**src/rtl/clock_controller_pkg.sv**
```systemverilog
// constants for the main clock select and prescale block
// assumes a single system clock; oscillators and requesters are plain ports
package clock_controller_pkg;
  // main source select encoding
  localparam logic [1:0] SRC_FAST_OSC    = 2'h0;
  localparam logic [1:0] SRC_SLOW_OSC    = 2'h1;
  localparam logic [1:0] SRC_CRYSTAL_32K = 2'h2;
  localparam logic [1:0] SRC_EXT_PIN     = 2'h3;
  localparam logic [1:0] SRC_RESET       = SRC_FAST_OSC;
  // prescaler: enable bit plus 4-bit select, 12 settings
  localparam logic [3:0] PDIV_RESET      = 4'h8;
  localparam int         PDIV_SETTINGS   = 12;
  // protection key and window length in instructions
  localparam logic [7:0] PROTECT_KEY     = 8'hD8;
  localparam logic [2:0] PROTECT_WINDOW  = 3'h4;
  // edges of an external source needed before a switch
  localparam logic [3:0] EDGE_THRESHOLD  = 4'h8;
  // external pin clock start-up in cycles
  localparam logic [1:0] EXT_START_CYC   = 2'h2;
  // sleep modes
  localparam logic [1:0] MODE_ACTIVE     = 2'h0;
  localparam logic [1:0] MODE_IDLE       = 2'h1;
  localparam logic [1:0] MODE_STANDBY    = 2'h2;
  localparam logic [1:0] MODE_POWER_DOWN = 2'h3;
  // fuse frequency select
  localparam logic [1:0] FREQ_16MHZ      = 2'h1;
  localparam logic [1:0] FREQ_20MHZ      = 2'h2;
  typedef enum logic [1:0] {
    SW_IDLE    = 2'b00,
    SW_WAIT    = 2'b01,
    SW_CHANGE  = 2'b11
  } switch_state_t;
endpackage

```
**src/rtl/main_clock_select_prescale.sv**
```systemverilog
// main clock source select, switch guard, prescaler and clock requests
// assumes oscillator clocks arrive as sampled levels; outputs are clock enables
//
// Overview of operation
// - any requested source or clock is switched on automatically by hardware, except the crystal while its enable is clear
// - each request is routed to the source that serves that peripheral
// - peripheral clock is main clock divided 1x to 64x, twelve settings
// - cpu clock feeds cpu, sram, nvm; peripheral clock feeds other peripherals
// - async clocks requested only while their peripheral is enabled
// - control timer source frozen while enabled; counter source change when disabled
// - main source chosen by select field of control register a
// - oscillators with no user and no request are switched off
// - run-in-standby keeps an oscillator running except in power down
// - main clock runs in active and idle; in standby only if needed
// - power down stops main clock only after nvm operations finish
// - switch to external source only after enough edges seen
// - stuck external switch blocks further source changes until reset
// - switch pending flag set while a source switch is in progress
// - per-oscillator flags report each source running and stable
// - source and prescaler writes take effect only through timed protection
// - after reset main clock from fast oscillator, prescaler divides by six
// - fast oscillator frequency after reset chosen by fuse select bits
// - crystal acts as source only after software sets its enable
// - protected write accepted only within four instructions after the key
// - external pin clock counted ready two cycles after first request
module main_clock_select_prescale (
  input  wire logic       clk_sys,
  input  wire logic       srst,
  input  wire logic [7:0] protect_key_wdata,
  input  wire logic       protect_key_we,
  input  wire logic       instr_retired,
  input  wire logic       ctrl_a_we,
  input  wire logic [1:0] ctrl_a_wdata,
  input  wire logic       ctrl_b_we,
  input  wire logic [4:0] ctrl_b_wdata,
  input  wire logic       crystal_32k_enable,
  input  wire logic [3:0] run_in_standby,
  input  wire logic [1:0] fast_osc_freq_select,
  input  wire logic [1:0] sleep_mode,
  input  wire logic       nvm_busy,
  input  wire logic       periph_main_req,
  input  wire logic       rtc_enabled,
  input  wire logic       rtc_src_crystal,
  input  wire logic       wdt_enabled,
  input  wire logic       bod_sampled_enabled,
  input  wire logic       control_timer_enabled,
  input  wire logic [1:0] control_timer_src,
  input  wire logic       ext_pin_clock,
  input  wire logic       crystal_32k_clock,
  input  wire logic       crystal_32k_ready,
  input  wire logic       fast_osc_ready,
  input  wire logic       slow_osc_ready,
  output logic      [1:0] main_source_select,
  output logic      [4:0] main_clock_control_b,
  output logic      [3:0] osc_enable,
  output logic            source_switch_pending,
  output logic            ext_pin_clock_stable,
  output logic            crystal_32k_stable,
  output logic            fast_osc_stable,
  output logic            slow_osc_stable,
  output logic            main_clock_run,
  output logic            cpu_clock_en,
  output logic            peripheral_clock_en,
  output logic            rtc_clock_req,
  output logic            watchdog_async_clock,
  output logic            brownout_async_clock,
  output logic            control_timer_async_clock,
  output logic      [1:0] control_timer_src_eff,
  output logic      [1:0] fast_osc_freq
);
  logic [2:0] key_win_ff;
  logic [1:0] sel_ff;
  logic [1:0] pend_sel_ff;
  logic [4:0] pdiv_ff;
  logic [4:0] pdiv_pend_ff;
  logic [5:0] div_cnt_ff;
  logic       per_en_ff;
  logic [3:0] edge_cnt_ff;
  logic [1:0] ext_start_ff;
  logic [1:0] ext_sync_ff;
  logic [1:0] xtal_sync_ff;
  logic       ext_prev_ff;
  logic       xtal_prev_ff;
  logic       lock_ff;
  logic [1:0] tcd_src_ff;
  logic [1:0] freq_ff;
  logic       rst_seen_ff;
  logic       run_ff;
  clock_controller_pkg::switch_state_t sw_ff;
  logic       unlocked;
  logic       ext_edge;
  logic       pend_is_ext;
  logic       pend_edge;
  logic [3:0] req;
  logic [5:0] div_max;
  logic       div_wrap;

  always_ff @(posedge clk_sys) begin
    if (srst) begin
      key_win_ff <= 3'h0;
    end else if (protect_key_we && protect_key_wdata == clock_controller_pkg::PROTECT_KEY) begin
      key_win_ff <= clock_controller_pkg::PROTECT_WINDOW;
    end else if (instr_retired && key_win_ff != 3'h0) begin
      key_win_ff <= key_win_ff - 3'h1;
    end
  end
  assign unlocked = (key_win_ff != 3'h0);

  // pins cross two flops before any edge logic
  always_ff @(posedge clk_sys) begin
    if (srst) begin
      ext_sync_ff  <= 2'h0;
      xtal_sync_ff <= 2'h0;
      ext_prev_ff  <= 1'b0;
      xtal_prev_ff <= 1'b0;
    end else begin
      ext_sync_ff  <= {ext_sync_ff[0], ext_pin_clock};
      xtal_sync_ff <= {xtal_sync_ff[0], crystal_32k_clock};
      ext_prev_ff  <= ext_sync_ff[1];
      xtal_prev_ff <= xtal_sync_ff[1];
    end
  end
  assign ext_edge = (pend_sel_ff == clock_controller_pkg::SRC_EXT_PIN)
                    ? (ext_sync_ff[1] && !ext_prev_ff)
                    : (xtal_sync_ff[1] && !xtal_prev_ff);
  assign pend_is_ext = (pend_sel_ff == clock_controller_pkg::SRC_EXT_PIN) ||
                       (pend_sel_ff == clock_controller_pkg::SRC_CRYSTAL_32K);
  assign pend_edge = ext_edge && (edge_cnt_ff != clock_controller_pkg::EDGE_THRESHOLD);

  // source switch sequencer
  always_ff @(posedge clk_sys) begin
    if (srst) begin
      sel_ff      <= clock_controller_pkg::SRC_RESET;
      pend_sel_ff <= clock_controller_pkg::SRC_RESET;
      edge_cnt_ff <= 4'h0;
      lock_ff     <= 1'b0;
      sw_ff       <= clock_controller_pkg::SW_IDLE;
    end else begin
      case (sw_ff)
        clock_controller_pkg::SW_IDLE: begin
          // write needs open window; lock refuses
          if (ctrl_a_we && unlocked && !lock_ff && ctrl_a_wdata != sel_ff) begin
            pend_sel_ff <= ctrl_a_wdata;
            edge_cnt_ff <= 4'h0;
            sw_ff       <= clock_controller_pkg::SW_WAIT;
          end
        end
        clock_controller_pkg::SW_WAIT: begin
          if (!pend_is_ext) begin
            sw_ff <= clock_controller_pkg::SW_CHANGE;
          end else begin
            lock_ff <= 1'b1;
            if (pend_edge) begin
              edge_cnt_ff <= edge_cnt_ff + 4'h1;
            end
            if (edge_cnt_ff == clock_controller_pkg::EDGE_THRESHOLD &&
                (pend_sel_ff != clock_controller_pkg::SRC_CRYSTAL_32K || crystal_32k_enable)) begin
              sw_ff <= clock_controller_pkg::SW_CHANGE;
            end
          end
        end
        clock_controller_pkg::SW_CHANGE: begin
          // change only at a prescaler wrap
          if (div_wrap) begin
            sel_ff  <= pend_sel_ff;
            lock_ff <= 1'b0;
            sw_ff   <= clock_controller_pkg::SW_IDLE;
          end
        end
        default: sw_ff <= clock_controller_pkg::SW_IDLE;
      endcase
    end
  end
  assign source_switch_pending = (sw_ff != clock_controller_pkg::SW_IDLE);
  assign main_source_select    = sel_ff;

  // prescaler, bit0 enables division, bits 4:1 pick the factor
  always_comb begin
    case (pdiv_ff[4:1])
      4'h0: div_max = 6'h01;
      4'h1: div_max = 6'h03;
      4'h2: div_max = 6'h07;
      4'h3: div_max = 6'h0F;
      4'h4: div_max = 6'h1F;
      4'h5: div_max = 6'h3F;
      4'h8: div_max = 6'h05;
      4'h9: div_max = 6'h09;
      4'hA: div_max = 6'h0B;
      4'hB: div_max = 6'h17;
      4'hC: div_max = 6'h2F;
      default: div_max = 6'h01;
    endcase
    if (!pdiv_ff[0]) begin
      div_max = 6'h00;
    end
  end
  assign div_wrap = (div_cnt_ff == div_max);

  always_ff @(posedge clk_sys) begin
    if (srst) begin
      pdiv_ff      <= {clock_controller_pkg::PDIV_RESET, 1'b1};
      pdiv_pend_ff <= {clock_controller_pkg::PDIV_RESET, 1'b1};
      div_cnt_ff   <= 6'h00;
      per_en_ff    <= 1'b0;
    end else begin
      if (ctrl_b_we && unlocked) begin
        pdiv_pend_ff <= ctrl_b_wdata;
      end
      // new factor loads at wrap or while the main clock is stopped
      if (div_wrap || !run_ff) begin
        div_cnt_ff <= 6'h00;
        pdiv_ff    <= pdiv_pend_ff;
      end else begin
        div_cnt_ff <= div_cnt_ff + 6'h01;
      end
      per_en_ff <= div_wrap && run_ff;
    end
  end
  assign main_clock_control_b = pdiv_ff;

  always_ff @(posedge clk_sys) begin
    if (srst) begin
      ext_start_ff <= 2'h0;
    end else if (!req[clock_controller_pkg::SRC_EXT_PIN]) begin
      ext_start_ff <= 2'h0;
    end else if (ext_start_ff != clock_controller_pkg::EXT_START_CYC) begin
      ext_start_ff <= ext_start_ff + 2'h1;
    end
  end

  // main clock running condition; hold for nvm in power down
  always_ff @(posedge clk_sys) begin
    if (srst) begin
      run_ff <= 1'b1;
    end else begin
      case (sleep_mode)
        clock_controller_pkg::MODE_ACTIVE,
        clock_controller_pkg::MODE_IDLE:    run_ff <= 1'b1;
        clock_controller_pkg::MODE_STANDBY: run_ff <= periph_main_req || run_in_standby[sel_ff];
        default:                            run_ff <= nvm_busy;
      endcase
    end
  end
  assign main_clock_run = run_ff;
  assign cpu_clock_en        = run_ff;
  assign peripheral_clock_en = per_en_ff;

  assign rtc_clock_req             = rtc_enabled;
  assign watchdog_async_clock      = wdt_enabled;
  assign brownout_async_clock      = bod_sampled_enabled;
  assign control_timer_async_clock = control_timer_enabled;

  always_ff @(posedge clk_sys) begin
    if (srst) begin
      tcd_src_ff <= clock_controller_pkg::SRC_RESET;
    end else if (!control_timer_enabled) begin
      tcd_src_ff <= control_timer_src;
    end
  end
  assign control_timer_src_eff = tcd_src_ff;

  // requests per source; routed by owner
  always_comb begin
    req = 4'h0;
    if (run_ff) begin
      req[sel_ff] = 1'b1;
    end
    if (source_switch_pending) begin
      req[pend_sel_ff] = 1'b1;
    end
    if (rtc_enabled) begin
      req[rtc_src_crystal ? clock_controller_pkg::SRC_CRYSTAL_32K
                          : clock_controller_pkg::SRC_SLOW_OSC] = 1'b1;
    end
    if (wdt_enabled || bod_sampled_enabled) begin
      req[clock_controller_pkg::SRC_SLOW_OSC] = 1'b1;
    end
    if (control_timer_enabled) begin
      req[tcd_src_ff] = 1'b1;
    end
  end

  // unused oscillators off; standby bit keeps them on except in power down
  always_comb begin
    osc_enable = req;
    if (sleep_mode != clock_controller_pkg::MODE_POWER_DOWN) begin
      osc_enable = req | run_in_standby;
    end
    if (!crystal_32k_enable) begin
      osc_enable[clock_controller_pkg::SRC_CRYSTAL_32K] = 1'b0;
    end
  end

  assign ext_pin_clock_stable = (ext_start_ff == clock_controller_pkg::EXT_START_CYC);
  assign crystal_32k_stable   = crystal_32k_ready && crystal_32k_enable;
  assign fast_osc_stable      = fast_osc_ready;
  assign slow_osc_stable      = slow_osc_ready;

  // fuse frequency captured after reset release
  always_ff @(posedge clk_sys) begin
    if (srst) begin
      rst_seen_ff <= 1'b0;
      freq_ff     <= clock_controller_pkg::FREQ_20MHZ;
    end else if (!rst_seen_ff) begin
      rst_seen_ff <= 1'b1;
      freq_ff     <= fast_osc_freq_select;
    end
  end
  assign fast_osc_freq = freq_ff;
endmodule

```
**config.mk**
```make
export PLATFORM = sky130hd
export DESIGN_NAME = main_clock_select_prescale
export DESIGN_NICKNAME = d
export VERILOG_FILES = /design/src/rtl/clock_controller_pkg.sv /design/src/rtl/main_clock_select_prescale.sv
export SDC_FILE = /design/constraint.sdc
export NUM_CORES = 1
export LEC_CHECK = 0
export BUFFER_PORTS_ARGS = -buffer_cell sky130_fd_sc_hd__buf_2
export CORE_MARGIN = 4
export CORE_UTILIZATION = 50
export DETAILED_ROUTE_END_ITERATION = 6
export MAX_ROUTING_LAYER = met4
export PLACE_DENSITY_LB_ADDON = 0.1
export REMOVE_ABC_BUFFERS = 1
export SLEW_MARGIN = 15
export SYNTH_ARGS = -nofsm -noshare
export SYNTH_HDL_FRONTEND = slang
export SYNTH_SLANG_ARGS = --single-unit
export TNS_END_PERCENT = 5
```
**constraint.sdc**
```tcl
create_clock -name clk_sys -period 7.35 [get_ports clk_sys]
set_input_delay 1.1025 -clock clk_sys [delete_from_list [all_inputs] [get_ports clk_sys]]
set_output_delay 1.1025 -clock clk_sys [all_outputs]
set_load 0.03 [all_outputs]
```
* Yosys cells after proc, flatten, opt, wreduce, memory -nomap -nowiden *
Memories as Yosys holds them, arrays and structs flattened. A register that Yosys moved wholly into a read port is not among the register bits.
Cells that the tools add are included.

word-level totals
  bits in registers = 45
  latch bits = 0
  bits in writable memories = 0
  memory bits (read-only) = 80
  bits of input ports = 44
  output and inout bits = 27
  memories kept = 1

operators by class
  $add $sub $neg = 4
  $mul = 0
  div/mod/pow operators = 0
  $lt $le $gt $ge = 8
  equal/unequal tests = 20
  shifts and indexed selects = 0
  mux-type cells = 38
  bitwise logic cells = 5
  reductions and logical operators = 41

memories
  name             words  width  read ports  clocked after Yosys merged registers in  wr ports  line                               RTL
  (no name shown)  16     5      1           1                                        0         main_clock_select_prescale.sv:179  case (pdiv_ff[4:1])

operators by type and width
  kind                   number
  $mux W4                10
  $logic_and A1 B1 Y1    16
  $or A4 B4 Y4           4
  $ne A2 B2 Y1 const B   7
  $lt A2 B3 Y1 const B   4
  $mux W1                11
  $eq A2 B2 Y1 const B   5
  $mux W2                5
  $demux W1 S2           4
  $eq A8 B8 Y1 const B   1
  $ge A2 B1 Y1 const B   4
  $pmux W4 S2            1
  $reduce_bool A2 Y1     4
  $reduce_or A2 Y1       4
  $add A6 B1 Y6 const B  1
  $eq A6 B6 Y1           1
  $mux W3                2
  $mux W6                1
  $pmux W2 S3            1
  $reduce_and A3 Y1      2
  $logic_or A1 B1 Y1     5
  $add A4 B1 Y4 const B  1
  $eq A2 B1 Y1 const B   2
  $eq A4 B4 Y1 const B   1
  13 further kinds       19

* Depth between registers and ports, before layout *
  depth after elaboration = 15
  depth in mapped cells = 11
  gate-level depth less buffers = 11

* Worst setup path after synthesis *
OpenSTA, ideal clock, no wires.

  path type = input to output
  start = input sleep_mode[1]
  end = output osc_enable[2]
  arrival = 1.993 ns
  data required time = 6.247 ns
  setup slack = 4.255 ns
  cell stages on the path = 3
  path buffers = 0
  path through = nand2_1 a22oi_1 a21boi_0

between the ends
  word-level cells in the longest chain between the ends = 3

RTL lines
  item             line                               RTL
  start, declared  main_clock_select_prescale.sv:39   input wire logic [1:0] sleep_mode,
  $ne A2 B2 Y1     main_clock_select_prescale.sv:286  if (sleep_mode != clock_controller_pkg::MODE_POWER_DOWN) begin
  $mux W4          main_clock_select_prescale.sv:286
  $mux W1          main_clock_select_prescale.sv:289  if (!crystal_32k_enable) begin
  end, declared    main_clock_select_prescale.sv:55   output logic [3:0] osc_enable,

No other way between the ends.

* Final worst setup path *
  start = input control_timer_enabled
  end = output osc_enable[1]

between the ends
  word-level cells in the longest chain between the ends = 3

RTL lines
  item             line                               RTL
  start, declared  main_clock_select_prescale.sv:46   input wire logic control_timer_enabled,
  $mux W4 (*)      main_clock_select_prescale.sv:278  if (control_timer_enabled) begin
  $or A4 B4 Y4     main_clock_select_prescale.sv:287  osc_enable = req | run_in_standby;
  $mux W4 (*)      main_clock_select_prescale.sv:286

Every way passes the cells marked *; elsewhere a longest branch is shown, timed or not.

==> results.cfg <==
[cts]
clkSlewWorstSetupHoldPaths_ns = 0.08
post_cts_buffers = 0
cts_resized = 0
max-clock-path-buffers = 2
tritoncts = built
postCtsHoldBufs = 0
htreeDepth = 2
cts_sinks = 50
clk-insertion-delay-late_ns = 0.30
numCtsBuffers = 5
cts_root_buf = clkbuf_8

[timing]
maxSlewHeadroom = 0.316
slew_viol_final = 0
tightest_slew_ns = 0.998
tns_ns = 0
fin_skew_ns = 0.00657
rsz0062_at_grt = no
clock.fmax_mhz = 324
finalHoldWorstSlack_ns = 0.450
setup_violations = 0
period_needed_ns = 3.09
period_share = 0.420
hold_violations = 0

[final_layout]
areaGrowthSynthToFinish_pct = 19.1
diodes = 0
layout.nets = 392
layout-drive-gt1-share = 0.249

[hold_path]
hold_class = reg -> reg

[floorplan]
pin_count = 71
fp.dieH_um = 77.9
fp-row-count = 25
die_w_um = 77.9
core_area_um2 = 4720
initial_core_util = 0.517
die_area_um2 = 6070

[critical_path]
r2r_setup_slack_ns = 4.44
critPathLaunchType = input pin
cp_max_fo = 6
cpPeakStageDelay_ns = 0.29
r2r-start = main_clock_control_b[0]$_SDFFE_PP1N_
worstSetupStartpoint = control_timer_enabled
cp_slowest_cell = a2111oi_0
cp_common_cell = buf_2
crit_type = in -> out
crit_path_cell_trace = buf_2 -> nand2_1 -> nor2_1 -> a2111oi_0 -> nand3_1 -> buf_2
endpoint_kind = output port
reg2regPathDepth = 7
cp.arrival_ns = 1.98
crit_end = osc_enable[1]
cp.required_ns = 6.25

[power_and_ir_drop]
clockPowerShare = 0.313
switching_share = 0.300
combPwrFrac = 0.245
switchingPower_mw = 0.222
vdd_ir_drop_max_v = 0.000144
leakagePower_nw = 1.29
intPower_mw = 0.518
totalPowerFinal_mw = 0.740
seqPwrFrac = 0.442
power.density_nw_per_um2 = 254

[drt]
drtIter0Drc = 79
ant_nets = 0
drcViolationCount = 0
dr.pass1.iters = 4
vias = 2001
routed_via_density = 4.94
wl_per_cell_um = 11.7
wl_um = 4730

[grt]
grt_pass1_wl_um = 7990
grt_pass1_vias = 1855
grt.overflow.total = 0
grt.total_usage = 0.167
grt_max_degree = 28
antenna_found_initial = 0

[synth]
avgSynthCellArea_um2 = 8.73
syn_area_um2 = 2440
synth_cells = 280
synth_edf_count = 0
synth_seq_cells = 50
async_flop_share = 0
ys_seq_area_frac = 0.410
synthFlopType = dfxtp_1
synth_warnings = 0
synth_cell_types = 44

[placement]
place_congestion = 0.796
port_buffers = 66
dp_hpwl_um = 3650

[flow_run]
maxCapViolations = 0

[outcome]
status = complete, no violations
## how the worst min path moves through the flow
stage	slack (ns)	cells after the start	from	end
final	0.45	1	xtal_sync_ff[0]$_SDFF_PP0_	xtal_sync_ff[1]$_SDFF_PP0_
after global routing	0.49	1	xtal_sync_ff[0]$_SDFF_PP0_	xtal_sync_ff[1]$_SDFF_PP0_
after CTS	0.46	1	xtal_sync_ff[0]$_SDFF_PP0_	xtal_sync_ff[1]$_SDFF_PP0_
after detailed placement	0.43	1	ext_sync_ff[0]$_SDFF_PP0_	ext_sync_ff[1]$_SDFF_PP0_
after global placement	0.42	1	ext_sync_ff[0]$_SDFF_PP0_	ext_sync_ff[1]$_SDFF_PP0_
after floorplan	0.41	1	ext_sync_ff[0]$_SDFF_PP0_	ext_sync_ff[1]$_SDFF_PP0_
## metal layers
metal | vias up | track usage | share of wire
met2 | 68 | 0.264 | 0.41
met5 | - | - | 0
li1 | 1059 | - | -
met4 | 0 | 0.0629 | 0.014
met3 | 6 | 0.0487 | 0.078
met1 | 868 | 0.203 | 0.49
## layout make-up
type,instances,area (um^2)
flip-flops and latches,50,1000
multi-input cells,194,1280
well taps,67,83.8
clock buffers,6,82.6
fillers,434,1810
repair buffers,66,330
inverters,20,75.1
clock inverters,2,60.1
## cell usage after synthesis (all sizes together) (2+ instances only)
cell type	n	share of area
a211oi	2	0.0061
a21oi	14	0.029
a31oi	4	0.010
and3	2	0.0051
buf	8	0.025
clkbuf	8	0.012
dfxtp	50	0.41
ha	11	0.056
inv	20	0.031
mux2i	16	0.067
nand2	29	0.045
nand2b	7	0.018
nand3	16	0.033
nand3b	3	0.0092
nand4	2	0.0051
nor2	35	0.054
nor2b	7	0.018
nor3	8	0.018
nor3b	2	0.0061
o21ai	2	0.0041
o311ai	2	0.0072
o31ai	2	0.012
xnor2	6	0.022
xor2	7	0.025
## cells by family (layout without fill, tap and decap cells)
group,count (synthesis),count (layout),synth area share
buf+inv,36,94,0.0676
flops,50,50,0.410
simple gates,115,115,0.223
compound gates,37,37,0.116
mux,18,18,0.0809
xor+xnor,13,13,0.0466
fa+ha+maj,11,11,0.0563
## registers in the layout, summed over array words and instances (netlist names), 3 cells and up, named ones only
name and flops:
pdiv_pend_ff 5, main_clock_control_b 5, key_win_ff 3, edge_cnt_ff 4
div_cnt_ff 6
## placed cells by master (no fill, tap or decap), types with 7 or more instances in the layout
cell,netlist,routed
mux2i_1,15,15
nor3_1,7,7
xor2_1,7,7
a21oi_1,14,14
nor2b_1,7,7
buf_2,0,66
nor2_1,35,35
nand2b_1,7,7
dfxtp_1,50,50
nand2_1,29,29
nand3_1,16,16
ha_1,11,11
inv_1,20,20
## stage by stage
| stage | setup WS (ns) | utilization | instances | cell area [um^2] |
|---|---|---|---|---|
| 2_1_floorplan | 4.25 | - | 264 | 2350 |
| 3_3_place_gp | 4.19 | 0.586 | 397 | 2770 |
| 3_5_place_dp | 4.09 | 0.586 | 397 | 2770 |
| 4_1_cts | 4.25 | 0.616 | 405 | 2910 |
| 5_1_grt | 4.17 | 0.616 | 405 | 2910 |
| 6_report | 4.26 | 0.616 | 405 | 2910 |
## critical path, delay by kind of cell
kind | cells | cell delay [ns]
compound gates | 1 | 0.29
buf+inv | 2 | 0.33
simple gates | 3 | 0.26
## power groups by stage
| stage | clock, mW | sequential, mW | combinational [mW] |
|---|---|---|---|
| after floorplan | 0 | 0.332 | 0.129 |
| after global placement | 0 | 0.333 | 0.179 |
| after detailed placement | 0 | 0.334 | 0.181 |
| after CTS | 0.238 | 0.327 | 0.183 |
| after global routing | 0.251 | 0.332 | 0.206 |
| final | 0.232 | 0.327 | 0.181 |
(Power assumes the default switching activity.)
